File: src/shared/psc_pkg.sv
// Package with timing constants, pin groups and states for the memory controller.
package psc_pkg;

    // Clock period in picoseconds (10 MHz).
    localparam int unsigned CLK_PS = 100000;

    // Memory timings, in the units given by each name.
    localparam int unsigned T_READ_NS = 70; // Access.
    localparam int unsigned T_OE_NS = 20; // Drive to data.
    localparam int unsigned T_PAGE_NS = 20; // Page access.
    localparam int unsigned T_HIZ_NS = 8; // Release.
    localparam int unsigned T_WC_NS = 70; // Write cycle.
    localparam int unsigned T_WP_NS = 46; // Strobe low.
    localparam int unsigned T_DW_NS = 23; // Data setup.
    localparam int unsigned T_WPH_NS = 10; // Strobe high.
    localparam int unsigned T_CPH_NS = 5; // Select high.
    localparam int unsigned T_CDZZ_NS = 5; // Deselect to sleep.
    localparam int unsigned T_ZZWE_MIN_NS = 10; // Sleep to strobe.
    localparam int unsigned T_ZZWE_MAX_NS = 500; // Its limit.
    localparam int unsigned T_SEL_MAX_US = 8; // Longest low.
    localparam int unsigned T_ZZ_US = 10; // Sleep pulse.
    localparam int unsigned T_REC_US = 150; // Recovery.
    localparam int unsigned T_PU_US = 150; // Power-up.

    // Cycle counts: least times round up, longest times round down.
    function automatic int unsigned up_ns(input int unsigned ns);
        int unsigned c;
        c = (ns * 1000 + CLK_PS - 1) / CLK_PS;
        return (c < 1) ? 1 : c;
    endfunction

    function automatic int unsigned dn_ns(input int unsigned ns);
        int unsigned c;
        c = (ns * 1000) / CLK_PS;
        return (c < 1) ? 1 : c;
    endfunction

    // Read waits are least waits for the host, so they round up.
    localparam int unsigned C_READ = up_ns(T_READ_NS);
    localparam int unsigned C_PAGE = up_ns(T_PAGE_NS);
    localparam int unsigned C_HIZ = up_ns(T_HIZ_NS);
    localparam int unsigned C_WC = up_ns(T_WC_NS);
    localparam int unsigned C_WP = up_ns(T_WP_NS);
    localparam int unsigned C_DW = up_ns(T_DW_NS);
    localparam int unsigned C_WPH = up_ns(T_WPH_NS);
    localparam int unsigned C_CPH = up_ns(T_CPH_NS);
    localparam int unsigned C_CDZZ = up_ns(T_CDZZ_NS);
    localparam int unsigned C_ZZWE = up_ns(T_ZZWE_MIN_NS);
    localparam int unsigned C_ZZWE_MAX = dn_ns(T_ZZWE_MAX_NS);
    localparam int unsigned C_SEL_MAX = dn_ns(T_SEL_MAX_US * 1000);
    localparam int unsigned C_ZZ = up_ns(T_ZZ_US * 1000);
    localparam int unsigned C_REC = up_ns(T_REC_US * 1000);
    localparam int unsigned C_PU = up_ns(T_PU_US * 1000);

    // Field layout of the memory.
    localparam int unsigned ADDR_W = 21;
    localparam int unsigned DATA_W = 16;
    localparam int unsigned CNT_W = 16;
    localparam int unsigned CFG_PAGE_BIT = 7;
    localparam int unsigned CFG_SLEEP_BIT = 4;
    localparam int unsigned PAGE_COL_W = 4;

    // Commands from the user side.
    typedef enum logic [2:0] {
        PSC_CMD_READ,
        PSC_CMD_WRITE,
        PSC_CMD_CONFIG,
        PSC_CMD_SLEEP,
        PSC_CMD_WAKE
    } psc_cmd_e;

    // A user request.
    typedef struct packed {
        psc_cmd_e cmd;
        logic [ADDR_W-1:0] addr;
        logic [DATA_W-1:0] wdata;
        logic [1:0] be;
    } psc_req_s;

    // Memory pins driven by the controller; the data bus is split.
    typedef struct packed {
        logic [ADDR_W-1:0] addr;
        logic chip_select_n;
        logic output_drive_n;
        logic write_strobe_n;
        logic low_byte_select_n;
        logic high_byte_select_n;
        logic sleep_request_n;
        logic [DATA_W-1:0] dq_out;
        logic dq_oe;
    } psc_pins_s;

    // Controller states.
    typedef enum logic [3:0] {
        PSC_ST_POWERUP,
        PSC_ST_IDLE,
        PSC_ST_READ,
        PSC_ST_PAGE,
        PSC_ST_WRITE,
        PSC_ST_WGAP,
        PSC_ST_CDZZ,
        PSC_ST_CFG_WAIT,
        PSC_ST_SLEEP,
        PSC_ST_RECOVER
    } psc_state_e;

endpackage

File: src/hw/psc_ctrl.sv
// Host controller that drives the asynchronous page-mode memory pins.
// Summary of operation
// RULE_01: Data valid 70 ns after select.
// RULE_02: Lane data valid 70 ns after byte select.
// RULE_03: Page column data within 20 ns.
// RULE_04: Data valid 20 ns after output drive.
// RULE_05: Old data held 5 ns after address.
// RULE_06: Outputs float 8 ns after deselect.
// RULE_07: Lane floats 8 ns, drives after 10.
// RULE_08: Outputs float 8 ns after drive release.
// RULE_09: Page access select low at most 8 us.
// RULE_10: Write strobe low at most 8 us.
// RULE_11: Address 70 ns, cycle 70, strobe 46.
// RULE_12: Byte selects 70 ns before write end.
// RULE_13: Chip select 70 ns before write end.
// RULE_14: Write data 23 ns setup, zero hold.
// RULE_15: Strobe high 10 ns between writes.
// RULE_16: Select high 5 ns between writes.
// RULE_17: Memory waits 5 ns after write end.
// RULE_18: Deselect 5 ns before sleep request.
// RULE_19: Config strobe 10 to 500 ns after sleep.
// RULE_20: Sleep 10 us, then 150 us recovery.
// RULE_21: Wait 150 us after power-up.
// RULE_22: Config bit 4 picks sleep kind.
// RULE_23: Page reads only with config bit 7.
// RULE_24: Round least times up, longest down.
`timescale 1ns/10ps
module psc_ctrl (
    clk,
    nrst,
    ce,
    req_valid,
    req,
    req_ready,
    rsp_valid,
    rsp_data,
    page_on,
    pins,
    dq_in
);
    input wire logic clk;
    input wire logic nrst;
    input wire logic ce;
    input wire logic req_valid;
    input wire psc_pkg::psc_req_s req;
    output logic req_ready;
    output logic rsp_valid;
    output logic [psc_pkg::DATA_W-1:0] rsp_data;
    output logic page_on;
    output psc_pkg::psc_pins_s pins;
    input wire logic [psc_pkg::DATA_W-1:0] dq_in;

    // Counter word shared by the state and its limits.
    typedef logic [psc_pkg::CNT_W-1:0] psc_cnt_t;

    // All controller state in one packed struct.
    typedef struct packed {
        psc_pkg::psc_state_e state;
        psc_cnt_t cnt; // Wait counter in the state.
        psc_cnt_t sel_cnt; // Cycles select has been low.
        logic cfg_mode; // Write belongs to config load.
        logic page_en; // Host copy of config bit 7.
        logic page_open; // A page is open for reads.
        logic [psc_pkg::ADDR_W-1:0] page_addr;
        psc_pkg::psc_pins_s pins;
        logic rsp_valid;
        logic [psc_pkg::DATA_W-1:0] rsp_data;
    } psc_ctrl_s;

    psc_ctrl_s st_reg; // Registered state.
    psc_ctrl_s st_next; // Next state.
    logic [psc_pkg::DATA_W-1:0] dq_sync; // Data bus after two flops.

    // Reset image of the pins: everything idle, memory deselected.
    localparam psc_pkg::psc_pins_s PINS_IDLE = '{
        addr: '0,
        dq_out: '0,
        dq_oe: 1'h0,
        default: 1'h1
    };

    // Counter limits sized to the counter width.
    localparam psc_cnt_t K_READ = psc_cnt_t'(psc_pkg::C_READ + 2);
    localparam psc_cnt_t K_PAGE = psc_cnt_t'(psc_pkg::C_PAGE + 2);
    localparam psc_cnt_t K_WC = psc_cnt_t'(psc_pkg::C_WC);
    localparam psc_cnt_t K_WPH = psc_cnt_t'((psc_pkg::C_WPH >
        psc_pkg::C_CPH) ? psc_pkg::C_WPH : psc_pkg::C_CPH);
    localparam psc_cnt_t K_CDZZ = psc_cnt_t'(psc_pkg::C_CDZZ);
    localparam psc_cnt_t K_ZZWE = psc_cnt_t'(psc_pkg::C_ZZWE);
    localparam psc_cnt_t K_SEL = psc_cnt_t'(psc_pkg::C_SEL_MAX -
        psc_pkg::C_PAGE - 4);
    localparam psc_cnt_t K_ZZ = psc_cnt_t'(psc_pkg::C_ZZ);
    localparam psc_cnt_t K_REC = psc_cnt_t'(psc_pkg::C_REC);
    localparam psc_cnt_t K_PU = psc_cnt_t'(psc_pkg::C_PU);
    localparam psc_cnt_t K_HIZ = psc_cnt_t'(psc_pkg::C_HIZ);

    // Same page test, used by the idle decision.
    function automatic logic same_page(
        input logic [psc_pkg::ADDR_W-1:0] a,
        input logic [psc_pkg::ADDR_W-1:0] b
    );
        return a[psc_pkg::ADDR_W-1:psc_pkg::PAGE_COL_W] ==
            b[psc_pkg::ADDR_W-1:psc_pkg::PAGE_COL_W];
    endfunction

    // Data bus enters from a clockless device, so it is synchronised.
    psc_sync u_sync (
        .clk(clk),
        .nrst(nrst),
        .ce(ce),
        .din(dq_in),
        .dout(dq_sync)
    );

    // Next-state logic for the whole controller.
    always_comb begin
        st_next = st_reg;
        st_next.rsp_valid = 1'h0;
        st_next.cnt = st_reg.cnt + 1'h1;
        if (!st_reg.pins.chip_select_n) begin
            st_next.sel_cnt = st_reg.sel_cnt + 1'h1;
        end else begin
            st_next.sel_cnt = '0;
        end
        unique case (st_reg.state)
            // Hold off all access through the start-up wait.
            psc_pkg::PSC_ST_POWERUP: begin
                if (st_reg.cnt >= K_PU) begin // [RULE_21] [RULE_24]
                    st_next.state = psc_pkg::PSC_ST_IDLE;
                end
            end
            // Take a new request, or continue an open page.
            psc_pkg::PSC_ST_IDLE: begin
                st_next.cnt = '0;
                if (req_valid && req.cmd == psc_pkg::PSC_CMD_READ &&
                    st_reg.page_open && same_page(req.addr,
                    st_reg.page_addr)) begin
                    // Column change only; select stays low. [RULE_03]
                    st_next.pins.addr = req.addr;
                    st_next.state = psc_pkg::PSC_ST_PAGE;
                end else if (st_reg.page_open && req_valid) begin
                    // Close the page when another access waits, or at the select limit below.
                    st_next.pins = PINS_IDLE;
                    st_next.pins.addr = st_reg.pins.addr;
                    st_next.page_open = 1'h0;
                    st_next.state = psc_pkg::PSC_ST_WGAP;
                end else if (req_valid) begin
                    st_next.pins.addr = req.addr;
                    st_next.pins.chip_select_n = 1'h0;
                    st_next.pins.low_byte_select_n = ~req.be[0];
                    st_next.pins.high_byte_select_n = ~req.be[1];
                    st_next.cfg_mode = 1'h0;
                    unique case (req.cmd)
                        psc_pkg::PSC_CMD_READ: begin
                            st_next.pins.output_drive_n = 1'h0;
                            st_next.state = psc_pkg::PSC_ST_READ;
                        end
                        psc_pkg::PSC_CMD_WRITE: begin
                            // Address, selects, data and strobe all change on one edge.
                            st_next.pins.dq_out = req.wdata; // [RULE_14]
                            st_next.pins.dq_oe = 1'h1;
                            st_next.pins.write_strobe_n = 1'h0;
                            st_next.state = psc_pkg::PSC_ST_WRITE;
                        end
                        psc_pkg::PSC_CMD_CONFIG: begin
                            // Select stays high until the config strobe; config goes by address.
                            st_next.pins.chip_select_n = 1'h1;
                            st_next.pins.low_byte_select_n = 1'h1;
                            st_next.pins.high_byte_select_n = 1'h1;
                            st_next.cfg_mode = 1'h1;
                            st_next.state = psc_pkg::PSC_ST_CDZZ;
                        end
                        psc_pkg::PSC_CMD_SLEEP: begin
                            st_next.pins = PINS_IDLE;
                            st_next.pins.addr = st_reg.pins.addr;
                            st_next.state = psc_pkg::PSC_ST_CDZZ;
                        end
                        default: begin
                            // Wake with nothing asleep is a no-op.
                            st_next.pins = PINS_IDLE;
                            st_next.pins.addr = st_reg.pins.addr;
                            st_next.rsp_valid = 1'h1;
                        end
                    endcase
                end
            end
            // Random read: wait access time plus synchroniser delay.
            psc_pkg::PSC_ST_READ: begin
                if (st_reg.cnt >= K_READ) begin // [RULE_01] [RULE_02]
                    st_next.rsp_valid = 1'h1; // [RULE_04]
                    st_next.rsp_data = dq_sync;
                    st_next.cnt = '0;
                    if (st_reg.page_en) begin // [RULE_23]
                        st_next.page_open = 1'h1;
                        st_next.page_addr = st_reg.pins.addr;
                        st_next.state = psc_pkg::PSC_ST_IDLE;
                    end else begin
                        // Deselect and keep off the bus. [RULE_06]
                        st_next.pins = PINS_IDLE;
                        st_next.pins.addr = st_reg.pins.addr;
                        st_next.state = psc_pkg::PSC_ST_WGAP;
                    end
                end
            end
            // Page read: shorter access after a column change.
            psc_pkg::PSC_ST_PAGE: begin
                if (st_reg.cnt >= K_PAGE) begin // [RULE_03] [RULE_05]
                    st_next.rsp_valid = 1'h1;
                    st_next.rsp_data = dq_sync;
                    st_next.cnt = '0;
                    st_next.state = psc_pkg::PSC_ST_IDLE;
                end
            end
            // Write strobe low for a full cycle time, then end.
            psc_pkg::PSC_ST_WRITE: begin
                if (st_reg.cnt + 1'h1 >= K_WC) begin // [RULE_11] [RULE_24]
                    // Strobe, selects and data drop together. [RULE_12]
                    st_next.pins = PINS_IDLE; // [RULE_13] [RULE_14]
                    st_next.pins.addr = st_reg.pins.addr;
                    st_next.cnt = '0;
                    st_next.rsp_valid = 1'h1;
                    st_next.cfg_mode = 1'h0;
                    if (st_reg.cfg_mode) begin
                        st_next.page_en = st_reg.pins.addr[
                            psc_pkg::CFG_PAGE_BIT];
                    end
                    st_next.state = psc_pkg::PSC_ST_WGAP;
                end
            end
            // Gap after a write or read with everything high.
            psc_pkg::PSC_ST_WGAP: begin
                if (st_reg.cnt + 1'h1 >= K_WPH &&
                    st_reg.cnt + 1'h1 >= K_HIZ) begin // [RULE_15] [RULE_16]
                    st_next.cnt = '0;
                    st_next.state = psc_pkg::PSC_ST_IDLE; // [RULE_17]
                end
            end
            // Keep select high before the sleep request falls.
            psc_pkg::PSC_ST_CDZZ: begin
                if (st_reg.cnt + 1'h1 >= K_CDZZ) begin // [RULE_18]
                    st_next.pins.sleep_request_n = 1'h0;
                    st_next.cnt = '0;
                    if (st_reg.cfg_mode) begin
                        st_next.state = psc_pkg::PSC_ST_CFG_WAIT;
                    end else begin
                        st_next.state = psc_pkg::PSC_ST_SLEEP;
                    end
                end
            end
            // Config load: strobe falls after the least delay. [RULE_19]
            psc_pkg::PSC_ST_CFG_WAIT: begin
                if (st_reg.cnt + 1'h1 >= K_ZZWE) begin
                    st_next.pins.chip_select_n = 1'h0;
                    st_next.pins.write_strobe_n = 1'h0;
                    st_next.cnt = '0;
                    st_next.state = psc_pkg::PSC_ST_WRITE;
                end
            end
            // Asleep until the least pulse passed and wake is asked.
            psc_pkg::PSC_ST_SLEEP: begin
                if (st_reg.cnt >= K_ZZ) begin
                    st_next.cnt = K_ZZ;
                    if (req_valid &&
                        req.cmd == psc_pkg::PSC_CMD_WAKE) begin // [RULE_20]
                        st_next.pins.sleep_request_n = 1'h1;
                        st_next.cnt = '0;
                        st_next.state = psc_pkg::PSC_ST_RECOVER;
                    end
                end
            end
            // Recovery wait; kept even for the retention sleep [RULE_22].
            psc_pkg::PSC_ST_RECOVER: begin
                if (st_reg.cnt >= K_REC) begin // [RULE_20]
                    st_next.rsp_valid = 1'h1;
                    st_next.state = psc_pkg::PSC_ST_IDLE;
                end
            end
            default: begin
                st_next = st_reg;
                st_next.state = psc_pkg::PSC_ST_IDLE;
            end
        endcase
        // Close a page before select low reaches its limit. [RULE_09]
        if (st_reg.page_open && st_reg.state == psc_pkg::PSC_ST_IDLE &&
            st_reg.sel_cnt >= K_SEL) begin
            st_next.pins = PINS_IDLE;
            st_next.pins.addr = st_reg.pins.addr;
            st_next.page_open = 1'h0;
            st_next.cnt = '0;
            st_next.state = psc_pkg::PSC_ST_WGAP;
        end
    end

    // State register; a write lasts far below the strobe limit [RULE_10].
    always_ff @(posedge clk) begin
        if (!nrst) begin
            st_reg <= '0;
            st_reg.state <= psc_pkg::PSC_ST_POWERUP;
            st_reg.pins <= PINS_IDLE;
        end else if (ce) begin
            st_reg <= st_next;
        end
    end

    // Requests other than wake are taken in idle when nothing must be closed first, and wake only in sleep.
    always_comb begin
        req_ready = 1'h0;
        if (st_reg.state == psc_pkg::PSC_ST_IDLE) begin
            if (req.cmd == psc_pkg::PSC_CMD_READ && st_reg.page_open) begin
                // Refused when the select limit closes the page now.
                req_ready = same_page(req.addr, st_reg.page_addr) &&
                    st_reg.sel_cnt < K_SEL; // [RULE_09]
            end else begin
                req_ready = !st_reg.page_open && req.cmd !=
                    psc_pkg::PSC_CMD_WAKE;
            end
        end else if (st_reg.state == psc_pkg::PSC_ST_SLEEP) begin
            req_ready = (st_reg.cnt >= K_ZZ) &&
                req.cmd == psc_pkg::PSC_CMD_WAKE;
        end
        req_ready = req_ready && ce;
    end

    assign rsp_valid = st_reg.rsp_valid;
    assign rsp_data = st_reg.rsp_data;
    assign page_on = st_reg.page_en;
    assign pins = st_reg.pins;
endmodule

File: src/hw/psc_sync.sv
// Two-flop synchroniser for the memory data bus.
`timescale 1ns/10ps
module psc_sync (
    clk,
    nrst,
    ce,
    din,
    dout
);
    input wire logic clk;
    input wire logic nrst;
    input wire logic ce;
    input wire logic [psc_pkg::DATA_W-1:0] din;
    output logic [psc_pkg::DATA_W-1:0] dout;

    // Both stages held in one packed state.
    typedef struct packed {
        logic [psc_pkg::DATA_W-1:0] s1;
        logic [psc_pkg::DATA_W-1:0] s2;
    } psc_sync_s;

    psc_sync_s st_reg; // Registered stages.
    psc_sync_s st_next; // Next value of the stages.

    // First stage feeds only the second; the memory has no clock.
    always_comb begin
        st_next.s1 = din;
        st_next.s2 = st_reg.s1;
    end

    // Registers with synchronous clear and clock enable.
    always_ff @(posedge clk) begin
        if (!nrst) begin
            st_reg <= '0;
        end else if (ce) begin
            st_reg <= st_next;
        end
    end

    assign dout = st_reg.s2;
endmodule

File: config.mk
export PLATFORM = sky130hd
export DESIGN_NAME = psc_ctrl
export DESIGN_NICKNAME = d
export VERILOG_FILES = /design/src/shared/psc_pkg.sv /design/src/hw/psc_ctrl.sv /design/src/hw/psc_sync.sv
export SDC_FILE = /design/constraint.sdc
export NUM_CORES = 1
export LEC_CHECK = 0
export ABC_CLOCK_PERIOD_IN_PS = 2800
export BUFFER_PORTS_ARGS = -buffer_cell sky130_fd_sc_hd__buf_2
export CORE_UTILIZATION = 45
export CTS_BUF_LIST = sky130_fd_sc_hd__clkbuf_16
export CTS_CLUSTER_DIAMETER = 50
export CTS_CLUSTER_SIZE = 30
export DETAILED_ROUTE_END_ITERATION = 10
export PLACE_DENSITY_LB_ADDON = 0.15
export SYNTH_ARGS = -nofsm -noshare
export SYNTH_HDL_FRONTEND = slang
export SYNTH_SLANG_ARGS = --single-unit
File: constraint.sdc
create_clock -name clk -period 2.8 [get_ports clk]
set_input_delay 0.28 -clock clk [delete_from_list [all_inputs] [get_ports clk]]
set_output_delay 0.28 -clock clk [all_outputs]
set_load 0.01 [all_outputs]
==> run metrics <==
Total Routed Length 19.1 mm; Die Ht 133 µm; I/O Pins 125; clk sinks 149; vias in the first global route 6386; fmax 376 MHz; crit-path max FO 9; post-synthesis net count 1022; hold_buf cts 0; uppermost layer routed met5; initial antenna violation count 2; Area contributors post-synth dfxtp_1, mux2i_1, nand2_1; met3 wire length 1.40 mm; DIE WIDTH 133 µm; CTS clk-pin slew, worst paths 0.06 ns; Synth cell types 64; routed length per placed instance 15.3 µm; Clock Latency Late Sink 0.42 ns; Tot GR Track Use 22.1%; diodes inserted 0; critical path, cell by cell ha_1 > and4_1 > a211o_1 > a2111oi_4 > and4_4 > buf_4 > a211oi_4 > nor4_1 > mux2i_1; Arrival @ worst endpoint 2.96 ns; GRT overflow 0; RD Place Congestion 0.872; Post-synth EDFFs 0; endpoints failing hold 0; TritonCTS clock tree built; WP buf/inv 1; Startpoint Class flop; area leader, netlist dfxtp_1; core area 0.0167 mm²; global-route wire length before repair 31.6 mm; post-synthesis sequential area ratio 38.5%; Synth Register Bits 149; H-tree depth 4; Period minus WS final 2.66 ns; final setup vio count 0; Num CTS Buffers 17; hpwl dp 13.2 mm; Synth-to-Final Area Change 14.6%; row count 47; fin crit share 95.0%; Antenna Nets Post-Route 0; Worst Skew 0.00856 ns; DR DRC count 0; Final WS setup 0.139 ns; Placement Setup Slack 0.152 ns; Crit-path slowest cell a2111oi_4; Worst-Margin Slew 0.605 ns; met2 wire len 8.65 mm; Post-synth top cells dfxtp_1, nand2_1, nor2_1; post-DR vias/cell 5.31; Root Buffer clkbuf_16; full die area 0.0178 mm²; largest net degree at the start of global routing 55; pwr/cell area 574 mW/mm²; FILL cells 1652; CP delay by family, top compound AO/OA/AOI/OAI gates; starting density of the core 46.4%; met1 WL 8.78 mm; status finished clean; synthesized area per cell 8.11 µm²; Synth top area share 38.5%; hold_ws 0.0953 ns; LEAKAGE 0.00358 µW; count leader, synth dfxtp_1; DR pass1 iterations 5; MaxCap Viol Count 0; Warnings, synthesis 0; critical path capture point type flop; Async SR Flop Fraction 0%; VDD IR max 0.429 mV; post-synthesis instance total 956; vias 6632; Post-Syn Area 0.00775 mm²; relative slew slack 59.6%; Setup Fix Bufs, Post-CTS 0; Worst Path Class, Setup reg2reg; Req. time, crit path 3.09 ns; Crit path largest cell delay 0.42 ns; max reg flops 55; drt initial violations 448; layout cells sized above 1 21.6%; buffers added on ports 124; final net count 1082; fin. max-slew vios 0; Hold/Removal Path Class in2reg; Longest Clk Path Bufs 2; commonest register cell after synthesis dfxtp_1
cell families after synthesis:
family,Yosys count,synth area share (%)
muxes,72,9.30
buffers and inverters,143,10.5
xor gates and xnor gates,45,5.08
AOI/OAI and AO/OA,161,13.2
adders and majority gates,4,0.646
and+or+nand+nor,382,22.8
DFF,149,38.5
layout make-up:
cell class / instances / area, µm² / area share, %
Clock buffer: 17 / 425 / 4.79
Inverter: 14 / 52.6 / 0.592
Sequential cell: 149 / 2980 / 33.6
Multi-Input combinational cell: 664 / 4010 / 45.2
Timing Repair Buffer: 170 / 991 / 11.2
Tap cell: 220 / 275 / 3.10
Clock inverter: 15 / 140 / 1.58
cell usage in the layout (no fill, tap or decap), drive strengths merged, types with 10 or more instances in the layout:
cell type  Yosys  final
xor2          33     33
nand2        139    139
and3          11     11
a21oi         59     59
a31oi         13     13
mux2i         72     72
nand4         14     14
nor4          14     14
clkbuf        42     17
and2          10     10
nand3         52     52
o21ai         27     27
inv           13     17
nor3          13     13
buf           87    170
nor2          97     97
o211ai        11     11
dfxtp        149    149
xnor2         12     12
power by group:
part | switching, µW | internal (µW)
sequential | 43.3 | 2170
combinational | 401 | 280
clock | 904 | 1300
layer usage:
metal	GRT usage, %	vias to the layer above
li1	-	3372
met1	28.2	3028
met2	35.4	204
met3	6.89	24
met4	7.20	4
met5	0	-
what timing repair did:
item / in CTS / in global routing
endpoints found under the setup margin: 1 / 5
gates resized for setup: 3 / 6
pin swaps: 0 / 2
worst paths after layout:
path / start / end / slack (ns) / depth (start not counted)
max: st_reg[101] / pins[21] / 0.14 / 9
min: dq_in[15] / u_sync.st_next[15] / 0.1 / 3
max reg2reg: st_reg[101] / pins[21] / 0.14 / 9
min reg2reg: u_sync.dout[11] / rsp_data[11] / 0.45 / 2
stage by stage:
step                      instance area [µm²]  util, %  total power (µW)  TNS, ns  std cells
after global routing                     8880     53.2              5320  -0.0252       1249
after CTS                                8860     53.1              5140        0       1249
after floorplan                          7770        -              2720        0        956
after detailed placement                 8280     49.6              2930        0       1217
after global placement                   8280     49.6              2930        0       1217
final                                    8880     53.2              5100        0       1249
worst min-delay path, cell delays in order:
cell	delay, ns
buf_2	0.07
mux2i_1	0.05
nor2_1	0.07
Note: power is estimated with default switching activity, not from simulation.
